<file path="config.mk">
export PLATFORM = sky130hd
export DESIGN_NAME = tws_eeprom
export DESIGN_NICKNAME = d
export VERILOG_FILES = /design/src/core/tws_pkg.sv /design/src/core/tws_eeprom.sv
export VERILOG_INCLUDE_DIRS = /design/src /design/src/core
export SDC_FILE = /design/constraint.sdc
export NUM_CORES = 2
export LEC_CHECK = 0
export ABC_CLOCK_PERIOD_IN_PS = 40600
export BUFFER_PORTS_ARGS = -buffer_cell sky130_fd_sc_hd__buf_4
export CORE_ASPECT_RATIO = 0.9
export CORE_MARGIN = 3
export CORE_UTILIZATION = 40
export DETAILED_ROUTE_END_ITERATION = 10
export HOLD_SLACK_MARGIN = 0.15
export PLACE_DENSITY_LB_ADDON = 0.3
export REMOVE_ABC_BUFFERS = 1
export SETUP_SLACK_MARGIN = 0.15
export SYNTH_ARGS = -nofsm -noshare
export SYNTH_HDL_FRONTEND = slang
export SYNTH_SLANG_ARGS = --single-unit
</file>
<file path="constraint.sdc">
create_clock -name ref_clk -period 40.6 [get_ports ref_clk]
set_input_delay 8.12 -clock ref_clk [delete_from_list [all_inputs] [get_ports ref_clk]]
set_output_delay 8.12 -clock ref_clk [all_outputs]
set_load 0.05 [all_outputs]
</file>
<file path="src/core/tws_defs.svh">
// How it works
// - First one seen on data in after select rises is the start bit.
// - Zeros before the start bit are ignored.
// - Frame is start bit, two-bit opcode, address, then data, sampled on clock rise.
// - Address and data shift most significant bit first.
// - Opcodes: 10 read, 01 write, 11 erase, 00 qualified by top address bits.
// - Address is 6, 8 or 10 bits; words are 16 bits.
// - Some variants ignore the top address bit when picking the word.
// - Read drives a dummy zero on the edge taking the last address bit.
// - Read then shifts the 16-bit word out, one bit per clock rise.
// - Continued clocks during read stream following addresses; read only.
// - Write takes 16 data bits; programming starts at the next select fall.
// - Program cycle is self-timed, 5 ms at most; commands refused while busy.
// - Write and write-all erase target cells before programming.
// - Write-all programs every word in one bulk cycle of the same time.
// - Write-enable latch clear at power on, set by enable, cleared by disable.
// - Read works whatever the write-enable latch holds.
// - Erase sets the word to all ones at select fall; shows status like write.
// - Chip erase sets all words to ones at select fall; status like write.
// - Select low cancels read, and write before the terminal clock rise.
// - After the terminal clock the program cannot be cancelled, even by clocks.
// - After a program command, data out shows ready high, busy low, while selected.
`ifndef TWS_DEFS_SVH
`define TWS_DEFS_SVH
`define TWS_CLK_MHZ 200
`define TWS_PROG_TIME_US 5000
`define TWS_PROG_CYCLES (`TWS_PROG_TIME_US * `TWS_CLK_MHZ)
`define TWS_ADDR_BITS 6
`define TWS_OPC_BITS 2
`define TWS_WORD_BITS 16
`define TWS_FIFO_DEPTH 16
`define TWS_OP_READ 2'h2
`define TWS_OP_WRITE 2'h1
`define TWS_OP_ERASE 2'h3
`define TWS_OP_EXT 2'h0
`define TWS_Q_WEN 2'h3
`define TWS_Q_WRITE_ALL_CMD 2'h1
`define TWS_Q_WDS 2'h0
`define TWS_Q_CHIP_ERASE_CMD 2'h2
`define TWS_ERASED 16'hFFFF
`endif

</file>
<file path="src/core/tws_pkg.sv">
`default_nettype none
package tws_pkg;
   typedef enum logic [5:0] {
      LK_IDLE = 6'h01,
      LK_OPC = 6'h02,
      LK_ADDR = 6'h04,
      LK_DATA = 6'h08,
      LK_READ = 6'h10,
      LK_DONE = 6'h20
   } tws_link_t;
   typedef enum logic [1:0] {
      ENG_IDLE = 2'h1,
      ENG_RUN = 2'h2
   } tws_eng_t;
   typedef enum logic [2:0] {
      CMD_NONE = 3'h0,
      CMD_WRITE = 3'h1,
      CMD_WRITE_ALL_CMD = 3'h2,
      CMD_ERASE = 3'h3,
      CMD_CHIP_ERASE_CMD = 3'h4
   } tws_cmd_t;
endpackage : tws_pkg
`default_nettype wire

</file>
<file path="src/core/tws_eeprom.sv">
`include "tws_defs.svh"
`default_nettype none

module tws_fifo #(
   parameter int W = 28,
   parameter int D = 16
) (
   // Clock and reset.
   input wire logic clk,
   input wire logic rst_n,
   // Filling side.
   input wire logic in_valid,
   output logic in_ready,
   input wire logic [W-1:0] in_data,
   // Draining side.
   output logic out_valid,
   input wire logic out_ready,
   output logic [W-1:0] out_data
);
   localparam int AW = $clog2(D);
   logic [W-1:0] mem_r [D];
   logic [AW-1:0] wp_r;
   logic [AW-1:0] rp_r;
   logic [AW:0] cnt_r;
   logic push;
   logic pop;

   assign in_ready = cnt_r != (AW+1)'(D);
   assign out_valid = cnt_r != '0;
   assign out_data = mem_r[rp_r];
   assign push = in_valid & in_ready;
   assign pop = out_valid & out_ready;

   always_ff @(posedge clk) begin
      if (push) begin
         mem_r[wp_r] <= in_data;
      end
   end

   always_ff @(posedge clk or negedge rst_n) begin
      if (!rst_n) begin
         wp_r <= '0;
         rp_r <= '0;
         cnt_r <= '0;
      end else begin
         if (push) begin
            wp_r <= (wp_r == AW'(D-1)) ? '0 : wp_r + 1'b1;
         end
         if (pop) begin
            rp_r <= (rp_r == AW'(D-1)) ? '0 : rp_r + 1'b1;
         end
         cnt_r <= cnt_r + (AW+1)'(push) - (AW+1)'(pop);
      end
   end
endmodule : tws_fifo

module tws_eeprom
   import tws_pkg::*;
#(
   parameter int ADDR_BITS = `TWS_ADDR_BITS,
   parameter bit IGNORE_MSB = 1'b0,
   parameter int PROG_CYCLES = `TWS_PROG_CYCLES
) (
   // Clock and reset.
   input wire logic ref_clk,
   input wire logic rst_n,
   // Serial pins.
   input wire logic chip_select,
   input wire logic serial_clock_in,
   input wire logic serial_data_in,
   output logic serial_data_out,
   output logic serial_data_oe,
   // Status.
   output logic busy
);
   localparam int AB = ADDR_BITS;
   localparam int WB = `TWS_WORD_BITS;
   localparam int NW = 1 << AB;
   localparam int QW = 3 + AB + WB;
   localparam logic [AB-1:0] AMASK = IGNORE_MSB ? {1'b0, {(AB-1){1'b1}}} : '1;

   logic rs1_r;
   logic rst_sync_n;
   logic [2:0] s1_r;
   logic [2:0] s2_r;
   logic [2:0] s3_r;
   logic [2:0] lvl_r;
   logic [2:0] prev_r;
   logic cs_lvl;
   logic sk_rise;
   logic di_lvl;
   logic cs_fall;
   tws_link_t st_r;
   tws_cmd_t cmd_r;
   logic [4:0] cnt_r;
   logic [1:0] opc_r;
   logic [AB-1:0] addr_r;
   logic [AB-1:0] addr_full;
   logic [WB-1:0] data_r;
   logic [WB-1:0] word_r;
   logic bit_r;
   logic wen_r;
   logic stat_r;
   logic do_r;
   logic oe_r;
   logic set_wen;
   logic clr_wen;
   logic start_bit;
   logic push;
   logic q_ready;
   logic q_valid;
   logic q_pop;
   logic [QW-1:0] q_out;
   tws_eng_t eng_r;
   tws_cmd_t e_cmd_r;
   logic [AB-1:0] e_addr_r;
   logic [WB-1:0] e_data_r;
   logic [31:0] timer_r;
   logic e_start;
   logic e_end;
   logic [WB-1:0] mem_r [NW];

   // Reset release through two flip-flops.
   always_ff @(posedge ref_clk or negedge rst_n) begin
      if (!rst_n) begin
         rs1_r <= 1'b0;
         rst_sync_n <= 1'b0;
      end else begin
         rs1_r <= 1'b1;
         rst_sync_n <= rs1_r;
      end
   end

   // Pins pass three flip-flops; a level counts once the last two agree.
   for (genvar i = 0; i < 3; i++) begin : g_sync
      logic pin;
      assign pin = (i == 0) ? chip_select : (i == 1) ? serial_clock_in : serial_data_in;
      always_ff @(posedge ref_clk or negedge rst_sync_n) begin
         if (!rst_sync_n) begin
            s1_r[i] <= 1'b0;
            s2_r[i] <= 1'b0;
            s3_r[i] <= 1'b0;
            lvl_r[i] <= 1'b0;
            prev_r[i] <= 1'b0;
         end else begin
            s1_r[i] <= pin;
            s2_r[i] <= s1_r[i];
            s3_r[i] <= s2_r[i];
            if (s2_r[i] == s3_r[i]) begin
               lvl_r[i] <= s3_r[i];
            end
            prev_r[i] <= lvl_r[i];
         end
      end
   end

   assign cs_lvl = lvl_r[0];
   assign sk_rise = lvl_r[1] & ~prev_r[1];
   assign di_lvl = lvl_r[2];
   assign cs_fall = prev_r[0] & ~lvl_r[0];
   assign busy = q_valid | (eng_r == ENG_RUN);
   assign addr_full = {addr_r[AB-2:0], di_lvl};
   assign start_bit = (st_r == LK_IDLE) & cs_lvl & sk_rise & di_lvl & ~busy;
   assign set_wen = (st_r == LK_ADDR) & cs_lvl & sk_rise & (cnt_r == 5'(AB-1)) &
      (opc_r == `TWS_OP_EXT) & (addr_full[AB-1 -: 2] == `TWS_Q_WEN);
   assign clr_wen = (st_r == LK_ADDR) & cs_lvl & sk_rise & (cnt_r == 5'(AB-1)) &
      (opc_r == `TWS_OP_EXT) & (addr_full[AB-1 -: 2] == `TWS_Q_WDS);
   // Program commands commit only at the select fall after the terminal clock.
   assign push = cs_fall & (st_r == LK_DONE) & (cmd_r != CMD_NONE) & wen_r;

   // Command frame decoder.
   always_ff @(posedge ref_clk or negedge rst_sync_n) begin
      if (!rst_sync_n) begin
         st_r <= LK_IDLE;
         cmd_r <= CMD_NONE;
         cnt_r <= '0;
         opc_r <= '0;
         addr_r <= '0;
         data_r <= '0;
      end else if (!cs_lvl) begin
         st_r <= LK_IDLE;
         cmd_r <= CMD_NONE;
      end else if (sk_rise) begin
         case (st_r)
            LK_IDLE: begin
               if (start_bit) begin
                  st_r <= LK_OPC;
                  cnt_r <= '0;
               end
            end
            LK_OPC: begin
               opc_r <= {opc_r[0], di_lvl};
               cnt_r <= cnt_r + 5'h01;
               if (cnt_r == 5'(`TWS_OPC_BITS-1)) begin
                  st_r <= LK_ADDR;
                  cnt_r <= '0;
               end
            end
            LK_ADDR: begin
               addr_r <= addr_full;
               cnt_r <= cnt_r + 5'h01;
               if (cnt_r == 5'(AB-1)) begin
                  cnt_r <= '0;
                  case (opc_r)
                     `TWS_OP_READ: begin
                        st_r <= LK_READ;
                     end
                     `TWS_OP_WRITE: begin
                        st_r <= LK_DATA;
                        cmd_r <= CMD_WRITE;
                     end
                     `TWS_OP_ERASE: begin
                        st_r <= LK_DONE;
                        cmd_r <= CMD_ERASE;
                     end
                     default: begin
                        case (addr_full[AB-1 -: 2])
                           `TWS_Q_WRITE_ALL_CMD: begin
                              st_r <= LK_DATA;
                              cmd_r <= CMD_WRITE_ALL_CMD;
                           end
                           `TWS_Q_CHIP_ERASE_CMD: begin
                              st_r <= LK_DONE;
                              cmd_r <= CMD_CHIP_ERASE_CMD;
                           end
                           default: begin
                              st_r <= LK_DONE;
                              cmd_r <= CMD_NONE;
                           end
                        endcase
                     end
                  endcase
               end
            end
            LK_DATA: begin
               data_r <= {data_r[WB-2:0], di_lvl};
               cnt_r <= cnt_r + 5'h01;
               if (cnt_r == 5'(WB-1)) begin
                  st_r <= LK_DONE;
               end
            end
            LK_READ: begin
               st_r <= LK_READ;
               cnt_r <= cnt_r + 5'h01;
               if (cnt_r == 5'(WB-1)) begin
                  cnt_r <= '0;
                  addr_r <= addr_r + 1'b1;
               end
            end
            LK_DONE: begin
               st_r <= LK_DONE;
            end
            default: begin
               st_r <= LK_IDLE;
            end
         endcase
      end
   end

   // Read shifter with auto increment.
   always_ff @(posedge ref_clk or negedge rst_sync_n) begin
      if (!rst_sync_n) begin
         word_r <= '0;
         bit_r <= 1'b0;
      end else if (sk_rise & cs_lvl) begin
         if ((st_r == LK_ADDR) & (cnt_r == 5'(AB-1)) & (opc_r == `TWS_OP_READ)) begin
            bit_r <= 1'b0;
            word_r <= mem_r[addr_full & AMASK];
         end else if (st_r == LK_READ) begin
            bit_r <= word_r[WB-1];
            word_r <= {word_r[WB-2:0], 1'b0};
            if (cnt_r == 5'(WB-1)) begin
               word_r <= mem_r[(addr_r + 1'b1) & AMASK];
            end
         end
      end
   end

   // Engine target address, taken when a command leaves the queue.
   always_ff @(posedge ref_clk or negedge rst_sync_n) begin
      if (!rst_sync_n) begin
         e_addr_r <= '0;
      end else if (q_pop) begin
         e_addr_r <= q_out[AB+WB-1:WB];
      end
   end

   // Write-enable latch, clear from power on.
   always_ff @(posedge ref_clk or negedge rst_sync_n) begin
      if (!rst_sync_n) begin
         wen_r <= 1'b0;
      end else if (set_wen) begin
         wen_r <= 1'b1;
      end else if (clr_wen) begin
         wen_r <= 1'b0;
      end
   end

   // Status display stands from a committed program until the next start bit.
   always_ff @(posedge ref_clk or negedge rst_sync_n) begin
      if (!rst_sync_n) begin
         stat_r <= 1'b0;
      end else if (push & q_ready) begin
         stat_r <= 1'b1;
      end else if (start_bit) begin
         stat_r <= 1'b0;
      end
   end

   // Registered pin drive; high impedance while deselected.
   always_ff @(posedge ref_clk or negedge rst_sync_n) begin
      if (!rst_sync_n) begin
         do_r <= 1'b0;
         oe_r <= 1'b0;
      end else begin
         oe_r <= cs_lvl & ((st_r == LK_READ) | (stat_r & (st_r == LK_IDLE)));
         do_r <= (st_r == LK_READ) ? bit_r : ~busy;
      end
   end

   assign serial_data_out = do_r;
   assign serial_data_oe = oe_r;

   tws_fifo #(
      .W(QW),
      .D(`TWS_FIFO_DEPTH)
   ) u_fifo (
      .clk(ref_clk),
      .rst_n(rst_sync_n),
      .in_valid(push),
      .in_ready(q_ready),
      .in_data({cmd_r, addr_r & AMASK, data_r}),
      .out_valid(q_valid),
      .out_ready(q_pop),
      .out_data(q_out)
   );

   assign q_pop = q_valid & (eng_r == ENG_IDLE);
   assign e_start = (eng_r == ENG_RUN) & (timer_r == '0);
   assign e_end = (eng_r == ENG_RUN) & (timer_r == 32'(PROG_CYCLES-1));

   // Self-timed program engine.
   always_ff @(posedge ref_clk or negedge rst_sync_n) begin
      if (!rst_sync_n) begin
         eng_r <= ENG_IDLE;
         e_cmd_r <= CMD_NONE;
         e_data_r <= '0;
         timer_r <= '0;
      end else begin
         case (eng_r)
            ENG_IDLE: begin
               if (q_pop) begin
                  eng_r <= ENG_RUN;
                  e_cmd_r <= tws_cmd_t'(q_out[QW-1 -: 3]);
                  e_data_r <= q_out[WB-1:0];
                  timer_r <= '0;
               end
            end
            ENG_RUN: begin
               timer_r <= timer_r + 32'h0000_0001;
               if (e_end) begin
                  eng_r <= ENG_IDLE;
               end
            end
            default: begin
               eng_r <= ENG_IDLE;
            end
         endcase
      end
   end

   // Word storage; erase at the start of the cycle, program at its end.
   for (genvar i = 0; i < NW; i++) begin : g_mem
      logic hit;
      logic all;
      assign all = (e_cmd_r == CMD_WRITE_ALL_CMD) | (e_cmd_r == CMD_CHIP_ERASE_CMD);
      assign hit = all | (e_addr_r == AB'(i));
      always_ff @(posedge ref_clk or negedge rst_sync_n) begin
         if (!rst_sync_n) begin
            mem_r[i] <= `TWS_ERASED;
         end else if (hit & e_start) begin
            mem_r[i] <= `TWS_ERASED;
         end else if (hit & e_end) begin
            mem_r[i] <= ((e_cmd_r == CMD_WRITE) | (e_cmd_r == CMD_WRITE_ALL_CMD)) ?
               e_data_r : `TWS_ERASED;
         end
      end
   end
endmodule : tws_eeprom

`default_nettype wire

</file>
==> run_results.csv <==
group,metric,value,unit
timing,slew_viol_final,0,
timing,fmaxAchievable,95.84,MHz
routing,firstDrtPassIters,7,
cts,cts_setup_buffers,0,
finish,area_growth_syn_to_layout,9.050,%
die,core.rowCount,156,
die,start_util,40.49,%
worst_setup_path,critPathMaxFanout,3,
grt,gr-max-usage-layer,"met2",
logic_synthesis,synthFlopType,"sky130_fd_sc_hd__dfstp_2",
logic_synthesis,mappedNetlistArea,81790,um2
finish,layout_common_cells,"sky130_fd_sc_hd__dfstp_2, sky130_fd_sc_hd__mux4_2, sky130_fd_sc_hd__mux2_4",
routing,drcViolationCount,0,
finish,final_cells,7645,
worst_setup_path,crit_start,"u_fifo.cnt_r[3]",
worst_hold_path,worst_hold_startpoint,"s1_r[0]",
grt,grt.met1_usage,32.00,%
finish,layout_commonest_cell,"sky130_fd_sc_hd__dfstp_2",
place,dp.final_hpwl,135200,um
die,floorplan.io_pins,8,
worst_setup_path,timing.rr.start,"addr_r[0]",
routing,drt_iter0_drc,4427,
timing,period_share,25.70,%
timing,worst-slew-pin-transition,1.397,ns
timing,fin_crit,10.43,ns
worst_hold_path,hold_end,"s2_r[0]",
grt,grt_first_pass_wirelength,340900,um
cts,insertion_delay,0.83,ns
routing,wl,230800,um
grt,vias_in_the_first_global_route,47280,
grt,groute.usage.overall,21.86,%
cts,h-tree-depth,4,
cts,cts_made_buffers,164,
cts,ctsHoldBuffers,0,
cts,cts-resized-gates,0,
timing,rsz_0062_raised_after_global_routing,"no",
place,io_buffers,7,
logic_synthesis,synth.yosys.seq_area_share,52.08,%
routing,drt-wirelength-per-cell,30.19,um
logic_synthesis,yosysWarningCount,0,
logic_synthesis,syn_area_per_cell,16.38,um2
logic_synthesis,synth_enable_flop_cells,400,
timing,report.final.hold_viol_count,0,
job,drv_cap,0,
worst_hold_path,min_path_cells,0,
worst_setup_path,worst_ep_arrival_time,2.31,ns
finish,design_area,89190,um2
worst_setup_path,critPathCaptureType,"output port",
cts,clock-sinks,1571,
timing,fin_tns_setup,0,ns
grt,initial_antenna_violation_count,3,
die,die_y,435.0,um
worst_setup_path,reg2reg_depth,10,
timing,slew-limit-headroom,6.881,%
place,numPlacedInstances,7340,
timing,setup_ws_final,30.17,ns
pwr,ir_drop,0.00004225,V
cts,clock_transition_at_the_register_clock_pins_on_the_worst_setup_and_hold_paths_after_cts,0.07,ns
routing,detailroute.via_count,46400,
timing,report.final.setup_viol,0,
routing,drt.antenna.violating_nets,0,
pwr,totalPowerFinal,3.250,mW
finish,ratio_of_cells_with_drive_above_1_in_the_final_layout,64.43,%
grt,grt_use_met2,32.33,%
finish,final_nets,4844,
worst_hold_path,hold_class,"register to register",
grt,global_route.overflow_total,0,
cts,cts_tree,"done",
logic_synthesis,post_synth_inst_count,4993,
worst_setup_path,worstReg2RegEnd,"word_r[0]",
logic_synthesis,synth_cell_types,83,
grt,grt_max_degree,152,
pwr,leakage,34.00,nW
place,pre_cts_ws,31.02,ns
timing,final.setup_skew,0.06027,ns
routing,vias_per_cell,6.069,
cts,cts_buffer_depth,3,
logic_synthesis,number_of_register_bits_inferred_by_synthesis,1571,
worst_setup_path,r2r_setup_slack,35.03,ns
die,placeable_area,202000,um2
worst_setup_path,critPathRequiredTime,32.48,ns
die,chipWidth,482.7,um
status,status,"completed",
place,finalWeightedCongestion,0.8713,
pwr,power-per-cell-area,36.44,nW/um2
worst_setup_path,setup.worst_path.class,"register to output port",
die,dieArea,209900,um2
logic_synthesis,async_flop_share,74.54,%
worst_setup_path,critical_path.startpoint_type,"register",
place,placed_area,83530,um2
cts,clock_tree.root_cell,"sky130_fd_sc_hd__clkbuf_16",
grt,groute.layer.met3.usage,4.666,%
## final cells by class
class	instances	area, um2
antenna	2	5.005
clock buffer	235	4732
clock inverter	68	928.4
fill	17590	112800
inverter	33	123.9
multi-input combinational	2954	36620
sequential	1571	42630
tap	2686	3361
timing repair buffer	96	795.8
## metal layers
metal / wire length, um / part of all wire, %
met1: 101200 / 44
met2: 104200 / 45
met3: 17200 / 7.4
met4: 8245 / 3.6
met5: 0 / 0
## critical path, stage by stage, from the launching register on
cell and delay, ns:
sky130_fd_sc_hd__dfrtp_1 0.40, sky130_fd_sc_hd__inv_1 0.09, sky130_fd_sc_hd__ha_1 0.17, sky130_fd_sc_hd__nor4b_1 0.46, sky130_fd_sc_hd__nand2_1 0.15, sky130_fd_sc_hd__buf_4 0.23
## cells in the mapped netlist (8+ instances only)
cell type,instances,share of area (%)
sky130_fd_sc_hd__a211oi_1,16,0.15
sky130_fd_sc_hd__a21oi_1,52,0.32
sky130_fd_sc_hd__a22o_1,47,0.50
sky130_fd_sc_hd__a22oi_1,52,0.48
sky130_fd_sc_hd__a32oi_1,15,0.16
sky130_fd_sc_hd__a41oi_1,15,0.16
sky130_fd_sc_hd__and2_1,20,0.15
sky130_fd_sc_hd__and3_1,17,0.13
sky130_fd_sc_hd__buf_1,15,0.069
sky130_fd_sc_hd__buf_2,176,1.1
sky130_fd_sc_hd__buf_4,34,0.31
sky130_fd_sc_hd__buf_6,71,0.98
sky130_fd_sc_hd__clkbuf_1,131,0.60
sky130_fd_sc_hd__dfrtp_1,145,4.4
sky130_fd_sc_hd__dfstp_2,1026,33
sky130_fd_sc_hd__edfxtp_1,400,15
sky130_fd_sc_hd__ha_1,18,0.28
sky130_fd_sc_hd__inv_1,30,0.14
sky130_fd_sc_hd__mux2_1,8,0.11
sky130_fd_sc_hd__mux2_2,458,6.3
sky130_fd_sc_hd__mux2_4,592,11
sky130_fd_sc_hd__mux2i_1,129,1.6
sky130_fd_sc_hd__mux4_2,623,17
sky130_fd_sc_hd__nand2_1,276,1.3
sky130_fd_sc_hd__nand2_4,60,0.83
sky130_fd_sc_hd__nand2b_1,41,0.31
sky130_fd_sc_hd__nand3_1,69,0.42
sky130_fd_sc_hd__nand4_1,39,0.30
sky130_fd_sc_hd__nor2_1,60,0.28
sky130_fd_sc_hd__nor2b_1,33,0.25
sky130_fd_sc_hd__nor3_1,16,0.098
sky130_fd_sc_hd__nor4_1,15,0.11
sky130_fd_sc_hd__o211ai_1,23,0.21
sky130_fd_sc_hd__o21ai_0,117,0.72
sky130_fd_sc_hd__o21ai_1,9,0.055
sky130_fd_sc_hd__o22ai_1,8,0.061
sky130_fd_sc_hd__o31ai_1,13,0.12
sky130_fd_sc_hd__o32ai_1,15,0.16
sky130_fd_sc_hd__xnor2_1,11,0.12
## stage by stage
stage	util (%)	hold WS, ns
final	44.15	0.3522
after global routing	44.15	0.3636
after CTS	44.15	0.3591
after detailed placement	41.35	0.3458
after global placement	41.35	0.3445
after floorplan	-	0.3312
## registers in the layout (all words and copies together), names as in the netlist, 2 cells and up
name and count:
data_r 16, eng_r 2, u_fifo.wp_r 4, e_addr_r 6, u_fifo.cnt_r 5, u_fifo.mem_r 400, cnt_r 5, u_fifo.rp_r 4
s1_r 3, cmd_r 3, opc_r 2, st_r 6, addr_r 6, s2_r 3, e_data_r 16, word_r 16
s3_r 3, timer_r 32, prev_r 2, e_cmd_r 3, mem_r 1024
## logic make-up after synthesis
logic type	Yosys count	share of synthesized area (%)
buf+inv	468	3.359
flops	1571	52.08
simple gates	681	4.511
fa+ha+maj	22	0.3366
compound gates	424	3.518
mux	1810	36.02
xor+xnor	16	0.1713
other cells	1	0.004585
## where the power goes
part | internal, mW | leakage, nW | switching [mW]
clock | 0.893 | 2.76 | 0.681
combinational | 0.0110 | 15.6 | 0.0401
sequential | 1.62 | 15.6 | 0.00416
total | 2.53 | 34.0 | 0.725
## worst max-delay path by stage
| stage | end | slack [ns] | cells after the start |
|---|---|---|---|
| 3_3_place_gp | busy | 30.98 | 5 |
| 4_1_cts | busy | 30.10 | 5 |
| 6_report | busy | 30.17 | 5 |
| 3_5_place_dp | busy | 31.02 | 5 |
| 2_1_floorplan | addr_r[0] | 7.33 | 0 |
| 5_1_grt | busy | 29.89 | 5 |
Power figures use the tool's default switching activity.
